<file path="config.mk">
export PLATFORM = sky130hd
export DESIGN_NAME = ppc_port
export DESIGN_NICKNAME = d
export VERILOG_FILES = /design/src/rtl/ppc_pkg.sv /design/src/rtl/ppc_port.sv /design/src/rtl/ppc_edge_detect.sv /design/src/rtl/ppc_pad_ctrl.sv
export SDC_FILE = /design/constraint.sdc
export NUM_CORES = 1
export LEC_CHECK = 0
export BUFFER_PORTS_ARGS = -buffer_cell sky130_fd_sc_hd__buf_2
export CORE_MARGIN = 10
export CORE_UTILIZATION = 45
export CTS_CLUSTER_SIZE = 20
export DETAILED_ROUTE_END_ITERATION = 16
export PLACE_DENSITY_LB_ADDON = 0.2
export SYNTH_ARGS = -nofsm -noshare
export SYNTH_HDL_FRONTEND = slang
export SYNTH_SLANG_ARGS = --single-unit
</file>
<file path="constraint.sdc">
create_clock -name pclk -period 2.3 [get_ports pclk]
set_input_delay 0.46 -clock pclk [delete_from_list [all_inputs] [get_ports pclk]]
set_output_delay 0.46 -clock pclk [all_outputs]
set_load 0.02 [all_outputs]
</file>
<file path="src/rtl/ppc_pkg.sv">
package ppc_pkg;
   localparam int PPC_WIDTH = 8;
   // register byte addresses
   localparam logic [7:0] PPC_OFF_SLEW    = 8'h00;
   localparam logic [7:0] PPC_OFF_DRIVE   = 8'h04;
   localparam logic [7:0] PPC_OFF_SC      = 8'h08;
   localparam logic [7:0] PPC_OFF_PS      = 8'h0c;
   localparam logic [7:0] PPC_OFF_ES      = 8'h10;
   localparam logic [7:0] PPC_OFF_DIR     = 8'h14;
   localparam logic [7:0] PPC_OFF_PULL    = 8'h18;
   localparam logic [7:0] PPC_OFF_EVT     = 8'h1c;
   localparam logic [7:0] PPC_OFF_MASK    = 8'h20;
   // status/control field positions
   localparam int PPC_SC_FLAG = 3;
   localparam int PPC_SC_ACK  = 2;
   localparam int PPC_SC_IE   = 1;
   localparam int PPC_SC_MOD  = 0;
   // pin roles
   localparam int PPC_PIN_OUT_ONLY  = 4;
   localparam int PPC_PIN_OPEN_DRN  = 5;
   // implemented bits of slew/drive regs (bit 5 absent)
   localparam logic [7:0] PPC_PAD_MASK    = 8'hdf;
   // polarity register implemented bits 3:0
   localparam logic [7:0] PPC_POL_MASK    = 8'h0f;
   localparam logic [7:0] PPC_RST_ZERO    = 8'h00;
   // event status bits
   localparam int PPC_EVT_FLAG = 0;
   localparam int PPC_EVT_NUM  = 1;
endpackage

</file>
<file path="src/rtl/ppc_port.sv">
// Design decisions made here: the register offsets and the APB register port.
`timescale 1ns/1ps
`default_nettype none
// Functional notes
// - a pull-down is applied only on an interrupt pin whose polarity selects rising edge.
// - direction and pull enable are ignored for pin 4, which always drives.
// - slew bits 7:6,4:0 enable slew limiting on output pins only.
// - bit 5 of the slew and drive registers ignores writes and reads zero here.
// - drive bits 7:6,4:0 pick high drive when set, on output pins only.
// - the flag in bit 3 is set by detection and is untouched by direct writes.
// - writing 1 to bit 2 requests a flag clear and bit 2 reads 0.
// - bit 1 gates the flag onto the interrupt request.
// - bit 0 selects edge-only or edge-and-level detection.
// - only pins with their select bit set feed the flag.
// - polarity 0 means falling/low with pull-up, 1 means rising/high, with pull-down only on a selected pin.
// - pull enables act only on input pins, plus the open-drain pin 5.
module ppc_port
   import ppc_pkg::*;
#(
   parameter int WIDTH = PPC_WIDTH
) (
   // clock and reset
   input  wire logic             pclk,
   input  wire logic             presetn,
   input  wire logic             ce,
   // apb slave
   input  wire logic             psel,
   input  wire logic             penable,
   input  wire logic             pwrite,
   input  wire logic [7:0]       paddr,
   input  wire logic [31:0]      pwdata,
   output logic      [31:0]      prdata,
   output logic                  pready,
   output logic                  pslverr,
   // pins
   input  wire logic [WIDTH-1:0] pin_in,
   // pad controls
   output logic      [WIDTH-1:0] pad_output_en,
   output logic      [WIDTH-1:0] pad_pull_up,
   output logic      [WIDTH-1:0] pad_pull_down,
   output logic      [WIDTH-1:0] pad_slew_limit,
   output logic      [WIDTH-1:0] pad_high_drive,
   // interrupts
   output logic                  pin_irq_req,
   output logic                  irq
);
   logic [WIDTH-1:0] slew_limit_bits;
   logic [WIDTH-1:0] drive_strength_bits;
   logic [WIDTH-1:0] pin_irq_source_select;
   logic [WIDTH-1:0] pin_irq_polarity_select;
   logic [WIDTH-1:0] direction_bits;
   logic [WIDTH-1:0] pull_enable_bits;
   logic             pin_irq_flag;
   logic             pin_irq_enable;
   logic             pin_irq_detect_mode;
   logic [PPC_EVT_NUM-1:0] evt_status;
   logic [PPC_EVT_NUM-1:0] evt_mask;
   logic [31:0]      rdata_q;

   function automatic logic hit(input logic [7:0] a, input logic [7:0] off);
      hit = (a == off);
   endfunction

   function automatic logic [WIDTH-1:0] one_hot(input int idx);
      one_hot      = '0;
      one_hot[idx] = 1'b1;
   endfunction

   wire access   = psel & penable & ce;
   wire wr       = access & pwrite;
   wire rd       = access & ~pwrite;
   wire wr_slew  = wr & hit(paddr, PPC_OFF_SLEW);
   wire wr_drive = wr & hit(paddr, PPC_OFF_DRIVE);
   wire wr_sc    = wr & hit(paddr, PPC_OFF_SC);
   wire wr_ps    = wr & hit(paddr, PPC_OFF_PS);
   wire wr_es    = wr & hit(paddr, PPC_OFF_ES);
   wire wr_dir   = wr & hit(paddr, PPC_OFF_DIR);
   wire wr_pull  = wr & hit(paddr, PPC_OFF_PULL);
   wire wr_mask  = wr & hit(paddr, PPC_OFF_MASK);
   wire rd_evt   = rd & hit(paddr, PPC_OFF_EVT);
   wire mapped   = hit(paddr, PPC_OFF_SLEW) | hit(paddr, PPC_OFF_DRIVE)
                 | hit(paddr, PPC_OFF_SC) | hit(paddr, PPC_OFF_PS)
                 | hit(paddr, PPC_OFF_ES) | hit(paddr, PPC_OFF_DIR)
                 | hit(paddr, PPC_OFF_PULL) | hit(paddr, PPC_OFF_EVT)
                 | hit(paddr, PPC_OFF_MASK);

   logic [WIDTH-1:0] edge_hit;
   logic [WIDTH-1:0] level_hit;

   ppc_edge_detect #(.WIDTH(WIDTH)) u_detect (
      .pclk          (pclk),
      .presetn       (presetn),
      .ce            (ce),
      .pin_in        (pin_in),
      .source_select (pin_irq_source_select),
      .polarity      (pin_irq_polarity_select),
      .edge_hit      (edge_hit),
      .level_hit     (level_hit)
   );

   ppc_pad_ctrl #(.WIDTH(WIDTH)) u_pad (
      .direction      (direction_bits),
      .pull_enable    (pull_enable_bits),
      .slew           (slew_limit_bits),
      .drive          (drive_strength_bits),
      .source_select  (pin_irq_source_select),
      .polarity       (pin_irq_polarity_select),
      .pad_output_en  (pad_output_en),
      .pad_pull_up    (pad_pull_up),
      .pad_pull_down  (pad_pull_down),
      .pad_slew_limit (pad_slew_limit),
      .pad_high_drive (pad_high_drive)
   );

   // detection per mode
   wire detect    = (|edge_hit) | (pin_irq_detect_mode & (|level_hit));
   wire ack       = wr_sc & pwdata[PPC_SC_ACK];
   wire level_hold = pin_irq_detect_mode & (|level_hit);
   wire next_flag = detect | level_hold | (pin_irq_flag & ~ack);

   always_ff @(posedge pclk or negedge presetn) begin
      if (!presetn) begin
         pin_irq_flag <= 1'b0;
      end else if (ce) begin
         pin_irq_flag <= next_flag;
      end
   end

   // control registers
   always_ff @(posedge pclk or negedge presetn) begin
      if (!presetn) begin
         slew_limit_bits         <= PPC_RST_ZERO;
         drive_strength_bits     <= PPC_RST_ZERO;
         pin_irq_source_select   <= PPC_RST_ZERO;
         pin_irq_polarity_select <= PPC_RST_ZERO;
         direction_bits          <= PPC_RST_ZERO;
         pull_enable_bits        <= PPC_RST_ZERO;
         pin_irq_enable          <= 1'b0;
         pin_irq_detect_mode     <= 1'b0;
         evt_mask                <= '0;
      end else begin
         if (wr_slew) begin
            slew_limit_bits <= pwdata[WIDTH-1:0] & PPC_PAD_MASK;
         end
         if (wr_drive) begin
            drive_strength_bits <= pwdata[WIDTH-1:0] & PPC_PAD_MASK;
         end
         if (wr_ps) begin
            pin_irq_source_select <= pwdata[WIDTH-1:0];
         end
         if (wr_es) begin
            pin_irq_polarity_select <= pwdata[WIDTH-1:0] & PPC_POL_MASK;
         end
         if (wr_dir) begin
            direction_bits <= pwdata[WIDTH-1:0];
         end
         if (wr_pull) begin
            pull_enable_bits <= pwdata[WIDTH-1:0];
         end
         if (wr_sc) begin
            pin_irq_enable      <= pwdata[PPC_SC_IE];
            pin_irq_detect_mode <= pwdata[PPC_SC_MOD];
         end
         if (wr_mask) begin
            evt_mask <= pwdata[PPC_EVT_NUM-1:0];
         end
      end
   end

   // sticky event: set on flag rise, clear on read, set wins
   wire flag_rise = next_flag & ~pin_irq_flag & ce;
   always_ff @(posedge pclk or negedge presetn) begin
      if (!presetn) begin
         evt_status <= '0;
      end else if (flag_rise) begin
         evt_status[PPC_EVT_FLAG] <= 1'b1;
      end else if (rd_evt) begin
         evt_status <= '0;
      end
   end

   // read mux
   logic [31:0] next_rdata;
   always_comb begin
      next_rdata = '0;
      case (paddr)
         PPC_OFF_SLEW:  next_rdata[WIDTH-1:0] = slew_limit_bits;
         PPC_OFF_DRIVE: next_rdata[WIDTH-1:0] = drive_strength_bits;
         PPC_OFF_SC: begin
            next_rdata[PPC_SC_FLAG] = pin_irq_flag;
            next_rdata[PPC_SC_ACK]  = 1'b0;
            next_rdata[PPC_SC_IE]   = pin_irq_enable;
            next_rdata[PPC_SC_MOD]  = pin_irq_detect_mode;
         end
         PPC_OFF_PS:    next_rdata[WIDTH-1:0] = pin_irq_source_select;
         PPC_OFF_ES:    next_rdata[WIDTH-1:0] = pin_irq_polarity_select;
         PPC_OFF_DIR:   next_rdata[WIDTH-1:0] = direction_bits;
         PPC_OFF_PULL:  next_rdata[WIDTH-1:0] = pull_enable_bits;
         PPC_OFF_EVT:   next_rdata[PPC_EVT_NUM-1:0] = evt_status;
         PPC_OFF_MASK:  next_rdata[PPC_EVT_NUM-1:0] = evt_mask;
         default:       next_rdata = '0;
      endcase
   end

   always_ff @(posedge pclk or negedge presetn) begin
      if (!presetn) begin
         rdata_q <= '0;
      end else if (ce & psel & ~penable & ~pwrite) begin
         rdata_q <= next_rdata;
      end
   end

   assign prdata      = rdata_q;
   assign pready      = ce;
   assign pslverr     = psel & penable & ~mapped;
   assign pin_irq_req = pin_irq_flag & pin_irq_enable;
   assign irq         = |(evt_status & evt_mask);

   // assertion helpers
   wire [WIDTH-1:0] pull_any = pad_pull_up | pad_pull_down;
   wire [WIDTH-1:0] od_bit   = one_hot(PPC_PIN_OPEN_DRN);
endmodule
`default_nettype wire

</file>
<file path="src/rtl/ppc_edge_detect.sv">
`timescale 1ns/1ps
`default_nettype none
// per-pin edge and level detection
module ppc_edge_detect
   import ppc_pkg::*;
#(
   parameter int WIDTH = 8
) (
   // clock and reset
   input  wire logic             pclk,
   input  wire logic             presetn,
   input  wire logic             ce,
   // pins and config
   input  wire logic [WIDTH-1:0] pin_in,
   input  wire logic [WIDTH-1:0] source_select,
   input  wire logic [WIDTH-1:0] polarity,
   // results
   output logic      [WIDTH-1:0] edge_hit,
   output logic      [WIDTH-1:0] level_hit
);
   logic [WIDTH-1:0] sync1;
   logic [WIDTH-1:0] sync2;
   logic [WIDTH-1:0] prev;

   always_ff @(posedge pclk or negedge presetn) begin
      if (!presetn) begin
         sync1 <= '0;
         sync2 <= '0;
         prev  <= '0;
      end else if (ce) begin
         sync1 <= pin_in;
         sync2 <= sync1;
         prev  <= sync2;
      end
   end

   genvar g;
   generate
      for (g = 0; g < WIDTH; g++) begin : g_pin
         // active level per polarity
         wire active_now  = polarity[g] ? sync2[g] : ~sync2[g];
         wire active_prev = polarity[g] ? prev[g]  : ~prev[g];
         assign edge_hit[g]  = source_select[g] & active_now & ~active_prev;
         assign level_hit[g] = source_select[g] & active_now;
      end
   endgenerate
endmodule
`default_nettype wire

</file>
<file path="src/rtl/ppc_pad_ctrl.sv">
`timescale 1ns/1ps
`default_nettype none
// pad enables derived from config
module ppc_pad_ctrl
   import ppc_pkg::*;
#(
   parameter int WIDTH = 8
) (
   // config
   input  wire logic [WIDTH-1:0] direction,
   input  wire logic [WIDTH-1:0] pull_enable,
   input  wire logic [WIDTH-1:0] slew,
   input  wire logic [WIDTH-1:0] drive,
   input  wire logic [WIDTH-1:0] source_select,
   input  wire logic [WIDTH-1:0] polarity,
   // pad controls
   output logic      [WIDTH-1:0] pad_output_en,
   output logic      [WIDTH-1:0] pad_pull_up,
   output logic      [WIDTH-1:0] pad_pull_down,
   output logic      [WIDTH-1:0] pad_slew_limit,
   output logic      [WIDTH-1:0] pad_high_drive
);
   logic [WIDTH-1:0] is_out;
   logic [WIDTH-1:0] pull_on;
   logic [WIDTH-1:0] want_down;
   always_comb begin
      is_out = direction;
      is_out[PPC_PIN_OUT_ONLY] = 1'b1;
      pull_on = pull_enable & ~is_out;
      pull_on[PPC_PIN_OPEN_DRN] = pull_enable[PPC_PIN_OPEN_DRN];
      pull_on[PPC_PIN_OUT_ONLY] = 1'b0;
      want_down = source_select & polarity;
   end
   assign pad_output_en  = is_out;
   assign pad_pull_down  = pull_on & want_down;
   assign pad_pull_up    = pull_on & ~want_down;
   assign pad_slew_limit = slew & is_out & PPC_PAD_MASK;
   assign pad_high_drive = drive & is_out & PPC_PAD_MASK;
endmodule
`default_nettype wire

</file>
==> results of run 1 <==
==> power groups by stage <==
stage / clock network, mW / registers (mW) / logic (mW)
after floorplan: 0 / 1.52 / 0.250
after global placement: 0 / 1.54 / 0.302
after detailed placement: 0 / 1.54 / 0.309
after CTS: 1.02 / 1.51 / 0.311
after global routing: 1.07 / 1.52 / 0.339
final: 0.987 / 1.51 / 0.310
==> logic make-up after synthesis <==
group / count (synthesis)
other: 2
buffers and inverters: 63
XOR/XNOR: 4
AND/OR/NAND/NOR: 87
AO/OA/AOI/OAI: 52
flip-flops: 79
multiplexers: 78
==> final timing paths <==
kind	to
min in group pclk	u_detect.sync1[4]$_DFFE_PN0P_
worst max register to register	pin_irq_flag$_DFFE_PN0P_
worst max-delay path	pin_irq_flag$_DFFE_PN0P_
worst min-delay path	u_detect.sync1[1]$_DFFE_PN0P_
max in group asynchronous	pin_irq_source_select[7]$_DFFE_PN0P_
worst min register to register	prdata[0]$_DFFE_PN0P_
==> cell type report <==
type | count | area, um2 | area share
clock buffers | 11 | 131 | 0.0278
clock inverters | 4 | 47.5 | 0.0101
inverters | 4 | 15.0 | 0.00318
multi-input cells | 253 | 1930 | 0.410
flip-flops and latches | 79 | 1980 | 0.419
well taps | 111 | 139 | 0.0294
repair buffers | 86 | 478 | 0.101
==> stage by stage <==
| stage | setup WS (ns) | instances | utilization | hold slack, ns | instance area [um2] |
|---|---|---|---|---|---|
| 6_report | 0.309 | 548 | 0.513 | 0.0724 | 4720 |
| 5_1_grt | 0.124 | 548 | 0.513 | 0.0923 | 4720 |
| 3_5_place_dp | 0.198 | 533 | 0.494 | 0.464 | 4540 |
| 3_3_place_gp | 0.215 | 533 | 0.494 | 0.456 | 4540 |
| 4_1_cts | 0.266 | 548 | 0.513 | 0.0732 | 4720 |
| 2_1_floorplan | 0.405 | 395 | - | 0.164 | 4360 |
==> cell usage in the layout (no fill, tap or decap), types with 5 or more instances in the layout <==
master / count
nor2b_1: 8
and3_1: 5
conb_1: 32
mux2_2: 68
nand2_1: 16
a22o_1: 5
clkbuf_8: 9
o21ai_0: 5
dfrtp_1: 79
nand2b_1: 9
buf_2: 72
a21oi_1: 14
mux2i_1: 9
and2_1: 15
nor2_1: 15
buf_4: 13
==> routing by layer <==
metal,track usage,wire length [um]
met5,0,0
met3,0.0403,904
met2,0.210,4320
met4,0.0552,133
met1,0.193,4490
==> registers in the layout, summed over array words and instances, names as in the netlist <==
register and flops:
slew_limit_bits 7, pin_irq_detect_mode 1, direction_bits 8, pin_irq_source_select 8, pin_irq_flag 1, u_detect.sync2 8, evt_status 1, pin_irq_polarity_select 4
pin_irq_enable 1, pull_enable_bits 8, drive_strength_bits 7, evt_mask 1, u_detect.prev 8, u_detect.sync1 8, prdata 8
==> worst max-delay path: cells and delay by family, from the launching register on <==
kind / cells / cell delay, ns
AOI/OAI and AO/OA: 3 / 1.12
DFF: 1 / 0.39
and+or+nand+nor: 2 / 0.36
==> metrics.txt, run 1 <==
standard-cell rows=35; core area=0.00920 mm2; most numerous cell in the Yosys netlist=dfrtp_1; Final Hold Vio Count=0; largest fanout on the critical path=3; CP cell instances=and2b_1, a2111oi_0, nand3_1, a2111oi_2, o2bb2ai_1; leakage=roughly 2.4 nW; Pins Over Slew Limit=0; Slew @ Worst Pin=between 0.5 and 0.6 ns; clock share of power=0.351; drt initial violations=between 100 and 150; CTS tree=done; Worst Path Arrival=around 2.2 ns; Placer Congestion=0.840; Max Cap Viol=0; Starting Density=0.461; via count=~2,900; Final #Nets=approximately 490; Total Wirelength=around 10000 um; antenna viol nets, final=0; reg-to-reg setup timing slack=~0.31 ns; Critical Path Source=u_detect.sync2[4]$_DFFE_PN0P_; H-tree lvl count=3; R2R cell count=5; Syn Inst Count=approximately 370; Buffers on Ports=73; latest clock arrival within the worst-skew pair=around 0.35 ns; status=completed; Post-synth EDFFs=0; Worst-path clk slew=about 0.08 ns; Critical Path End Type=flop; main combinational cell family by area after synthesis=multiplexers; GR Overflow Total=0; via density per instance=approximately 5.2; Async SR Flop Fraction=1.00; Tcrit/Tclk final=0.866; final setup fails=0; Die Span X=roughly 120 um; vias in the first global route=about 2,800; Top FF cell, synth=dfrtp_1; area grow syn2layout=11.3%; hold_buf cts=0; Synth warnings=0; Yosys top cell by area=dfrtp_1; power density cells=slightly below 600 mW/mm2; Achievable Freq=between 500 and 600 MHz; r2r startpoint=u_detect.sync2[4]$_DFFE_PN0P_; CP required=between 2 and 3 ns; Synth Area in Compound Gates=0.0894; CTS resizes=0; syn avg cell area=approximately 12 um2; first-pass GRT wire length=about 15,000 um; io pins=130; Clk Tree Root Cell=clkbuf_8; Worst Clk Skew=between 0.006 and 0.007 ns; largest net degree at the start of global routing=45; DRT Pass-1 Iters=4; share of layout cells above drive strength 1=0.407; Net Switching=approximately 0.73 mW; fraction of the mapped netlist area in simple logic gates=0.123; Comb power frac=0.110; total clock sinks=79; total power=around 2.8 mW; gr usage total=0.142; Distinct cells, synth=50; Yosys top cell area share=0.466; Synth area leaders=dfrtp_1 47%, mux2_2 18%, buf_4 8.1%; Worst Setup Start Kind=flop; WS Path Type=flop to flop; fin crit period=about 2.0 ns; WL/cell=18.0 um; Post-Synth XOR/XNOR Area=0.00826; Fillers=between 800 and 900; Seq pwr share=0.539; Post-CTS Setup Bufs=0; mapped cell area=0.00424 mm2; mux contribution to synthesized area=0.207; initial antenna violation count=0; Pint=around 2.1 mW; total CTS buffers=9; Peak supply drop=0.000289 V; register area share after synthesis=0.466; most frequent cells after synthesis=79 x dfrtp_1, 68 x mux2_2, 46 x buf_4, 16 x nand2_1; slowest CP cell=a2111oi_0; switching share of power=0.261; Die Y=between 100 and 150 um; Post-route DRC=0; RSZ-0062 raised after global routing=no; die area=0.0137 mm2; #FFs+latches synth=79; n_diodes=0; setup TNS=0 ns; CP peak stage delay=0.53 ns; CTS Buffer Depth=2; HP Class=primary input to asynchronous set/reset pin; slew margin rel.=0.629; HPWL Detailed=~7400 um; Adder-Cell Fraction of Synth Area=0
No activity file was read; power rests on OpenSTA's default activity.
==> inputs of run 2 (changes only) <==
--- a/config.mk
+++ b/config.mk
@@ -8,9 +8,11 @@
 export BUFFER_PORTS_ARGS = -buffer_cell sky130_fd_sc_hd__buf_2
 export CORE_MARGIN = 10
 export CORE_UTILIZATION = 45
+export CTS_CLUSTER_DIAMETER = 50
 export CTS_CLUSTER_SIZE = 20
 export DETAILED_ROUTE_END_ITERATION = 16
 export PLACE_DENSITY_LB_ADDON = 0.2
+export RECOVER_POWER = 25
 export SYNTH_ARGS = -nofsm -noshare
 export SYNTH_HDL_FRONTEND = slang
 export SYNTH_SLANG_ARGS = --single-unit
==> constraint.sdc (replaced) <==
create_clock -name pclk -period 2.4 [get_ports pclk]
set_input_delay 0.48 -clock pclk [delete_from_list [all_inputs] [get_ports pclk]]
set_output_delay 0.48 -clock pclk [all_outputs]
set_load 0.02 [all_outputs]
==> run 2 against run 1 <==
Against the previous run: clock power rose by 14%; die area did not move; wire length rose by 0.79%; sequential share of layout area fell by 0.43 points; total power rose by 2.4%; sequential cell count did not move; critical path type is now primary input to output port.
==> metrics.txt, run 2 (synthesized netlist as in run 1, its figures left out) <==
M1 GR Usage=0.197; Critical Path End Type=output port; Area after DPL=0.00456 mm2; design area=0.00477 mm2; Starting Density=0.461; Post-CTS Setup Bufs=0; fin crit period=2.06 ns; Worst Setup Start Kind=primary input; gr usage total=0.146; vias in the first global route=approximately 3,000; final setup fails=0; Die Y=117 um; io pins=130; WS Path Type=primary input to output port; Total Wirelength=about 9900 um; initial antenna violation count=0; RSZ-0062 raised after global routing=no; HP Class=primary input to asynchronous set/reset pin; standard-cell rows=35; largest fanout on the critical path=19; peak-usage layer in the global routing report=met2; CP required=1.92 ns; Pins Over Slew Limit=0; first-pass GRT wire length=between 15,000 and 20,000 um; n_diodes=0; utilization after layout=0.519; Buffers on Ports=73; status=completed; CTS Buffer Depth=2; setup TNS=0 ns; commonest non-fill, non-tap cell in the layout=dfrtp_1; CTS tree=done; latest clock arrival within the worst-skew pair=0.35 ns; GR Overflow Total=0; Slew @ Worst Pin=roughly 1.1 ns; WL/cell=18.0 um; antenna viol nets, final=0; drt initial violations=160; Fillers=roughly 830; Worst Clk Skew=0.00884 ns; Clk Tree Root Cell=clkbuf_8; power density cells=around 600 mW/mm2; Final #Nets=between 400 and 500; M2 GR Usage=0.228; Tcrit/Tclk final=0.857; share of layout cells above drive strength 1=0.415; Worst Path Arrival=between 1.5 and 2 ns; Achievable Freq=486 MHz; via count=around 2,900; Worst-path clk slew=0.08 ns; hold_buf cts=0; Final Hold Vio Count=0; Die Span X=117 um; core area=between 0.009 and 0.01 mm2; area grow syn2layout=12.4%; via density per instance=between 5 and 6; leakage=between 2 and 2.5 nW; CTS resizes=0; global-route met3 utilization=0.0357; HPWL Detailed=roughly 7500 um; Placer Congestion=between 0.8 and 0.9; die area=0.0137 mm2; DRT Pass-1 Iters=4; largest net degree at the start of global routing=45; total CTS buffers=9; total clock sinks=a little under 80; Peak supply drop=0.000318 V; most frequent cells in the layout=79 x dfrtp_1, 72 x buf_2, 68 x mux2_2; slew margin rel.=0.275; Post-route DRC=0; Max Cap Viol=0; H-tree lvl count=3
-- run 2: stage by stage --
| stage | std cells | hold slack [ns] | total power [mW] | setup slack (ns) |
|---|---|---|---|---|
| final | 550 | 0.266 | 2.88 | 0.343 |
| after global routing | 550 | 0.315 | 3.01 | 0.170 |
| after CTS | 550 | 0.101 | 2.90 | 0.356 |
| after detailed placement | 535 | 0.469 | 1.77 | 0.278 |
| after global placement | 535 | 0.456 | 1.76 | 0.276 |
| after floorplan | 395 | 0.184 | 1.70 | 0.465 |
-- run 2: cell type report --
| type | count | area [um2] | area share |
|---|---|---|---|
| clock buffer | 12 | 165 | 0.0346 |
| timing repair buffer | 88 | 475 | 0.0997 |
| multi-input combinational | 253 | 1930 | 0.405 |
| clock inverter | 3 | 65.1 | 0.0136 |
| tap | 111 | 139 | 0.0291 |
| inverter | 4 | 15.0 | 0.00315 |
| sequential | 79 | 1980 | 0.414 |
-- run 2: power by group --
group | switching [mW] | internal [mW]
logic | 0.177 | 0.117
clock network | 0.470 | 0.664
registers | 0.0512 | 1.40
total | 0.698 | 2.18
-- run 2: path summary, 6_finish.rpt --
| path | start | slack [ns] | cells after the start | to |
|---|---|---|---|---|
| worst min-delay path | presetn | 0.27 | 1 | u_detect.sync1[1]$_DFFE_PN0P_ |
| min in group pclk | pin_in[1] | 0.36 | 2 | u_detect.sync1[1]$_DFFE_PN0P_ |
| worst max-delay path | paddr[2] | 0.34 | 5 | pslverr |
| max in group asynchronous | presetn | 0.54 | 2 | pull_enable_bits[4]$_DFFE_PN0P_ |
| worst min register to register | prdata[4]$_DFFE_PN0P_ | 0.49 | 1 | prdata[4]$_DFFE_PN0P_ |
| worst max register to register | pin_irq_source_select[4]$_DFFE_PN0P_ | 0.45 | 5 | evt_status$_DFFE_PN0P_ |
-- run 2: routing by layer --
metal,part of all wire,wire [um]
met1,0.46,4520
met2,0.44,4410
met3,0.091,900
met4,0.0084,83
met5,0,0
-- run 2: critical path, stage by stage --
cell,delay [ns]
buf_2,0.34
nor3_1,0.13
and3_2,0.26
nor3_1,0.16
buf_2,0.19
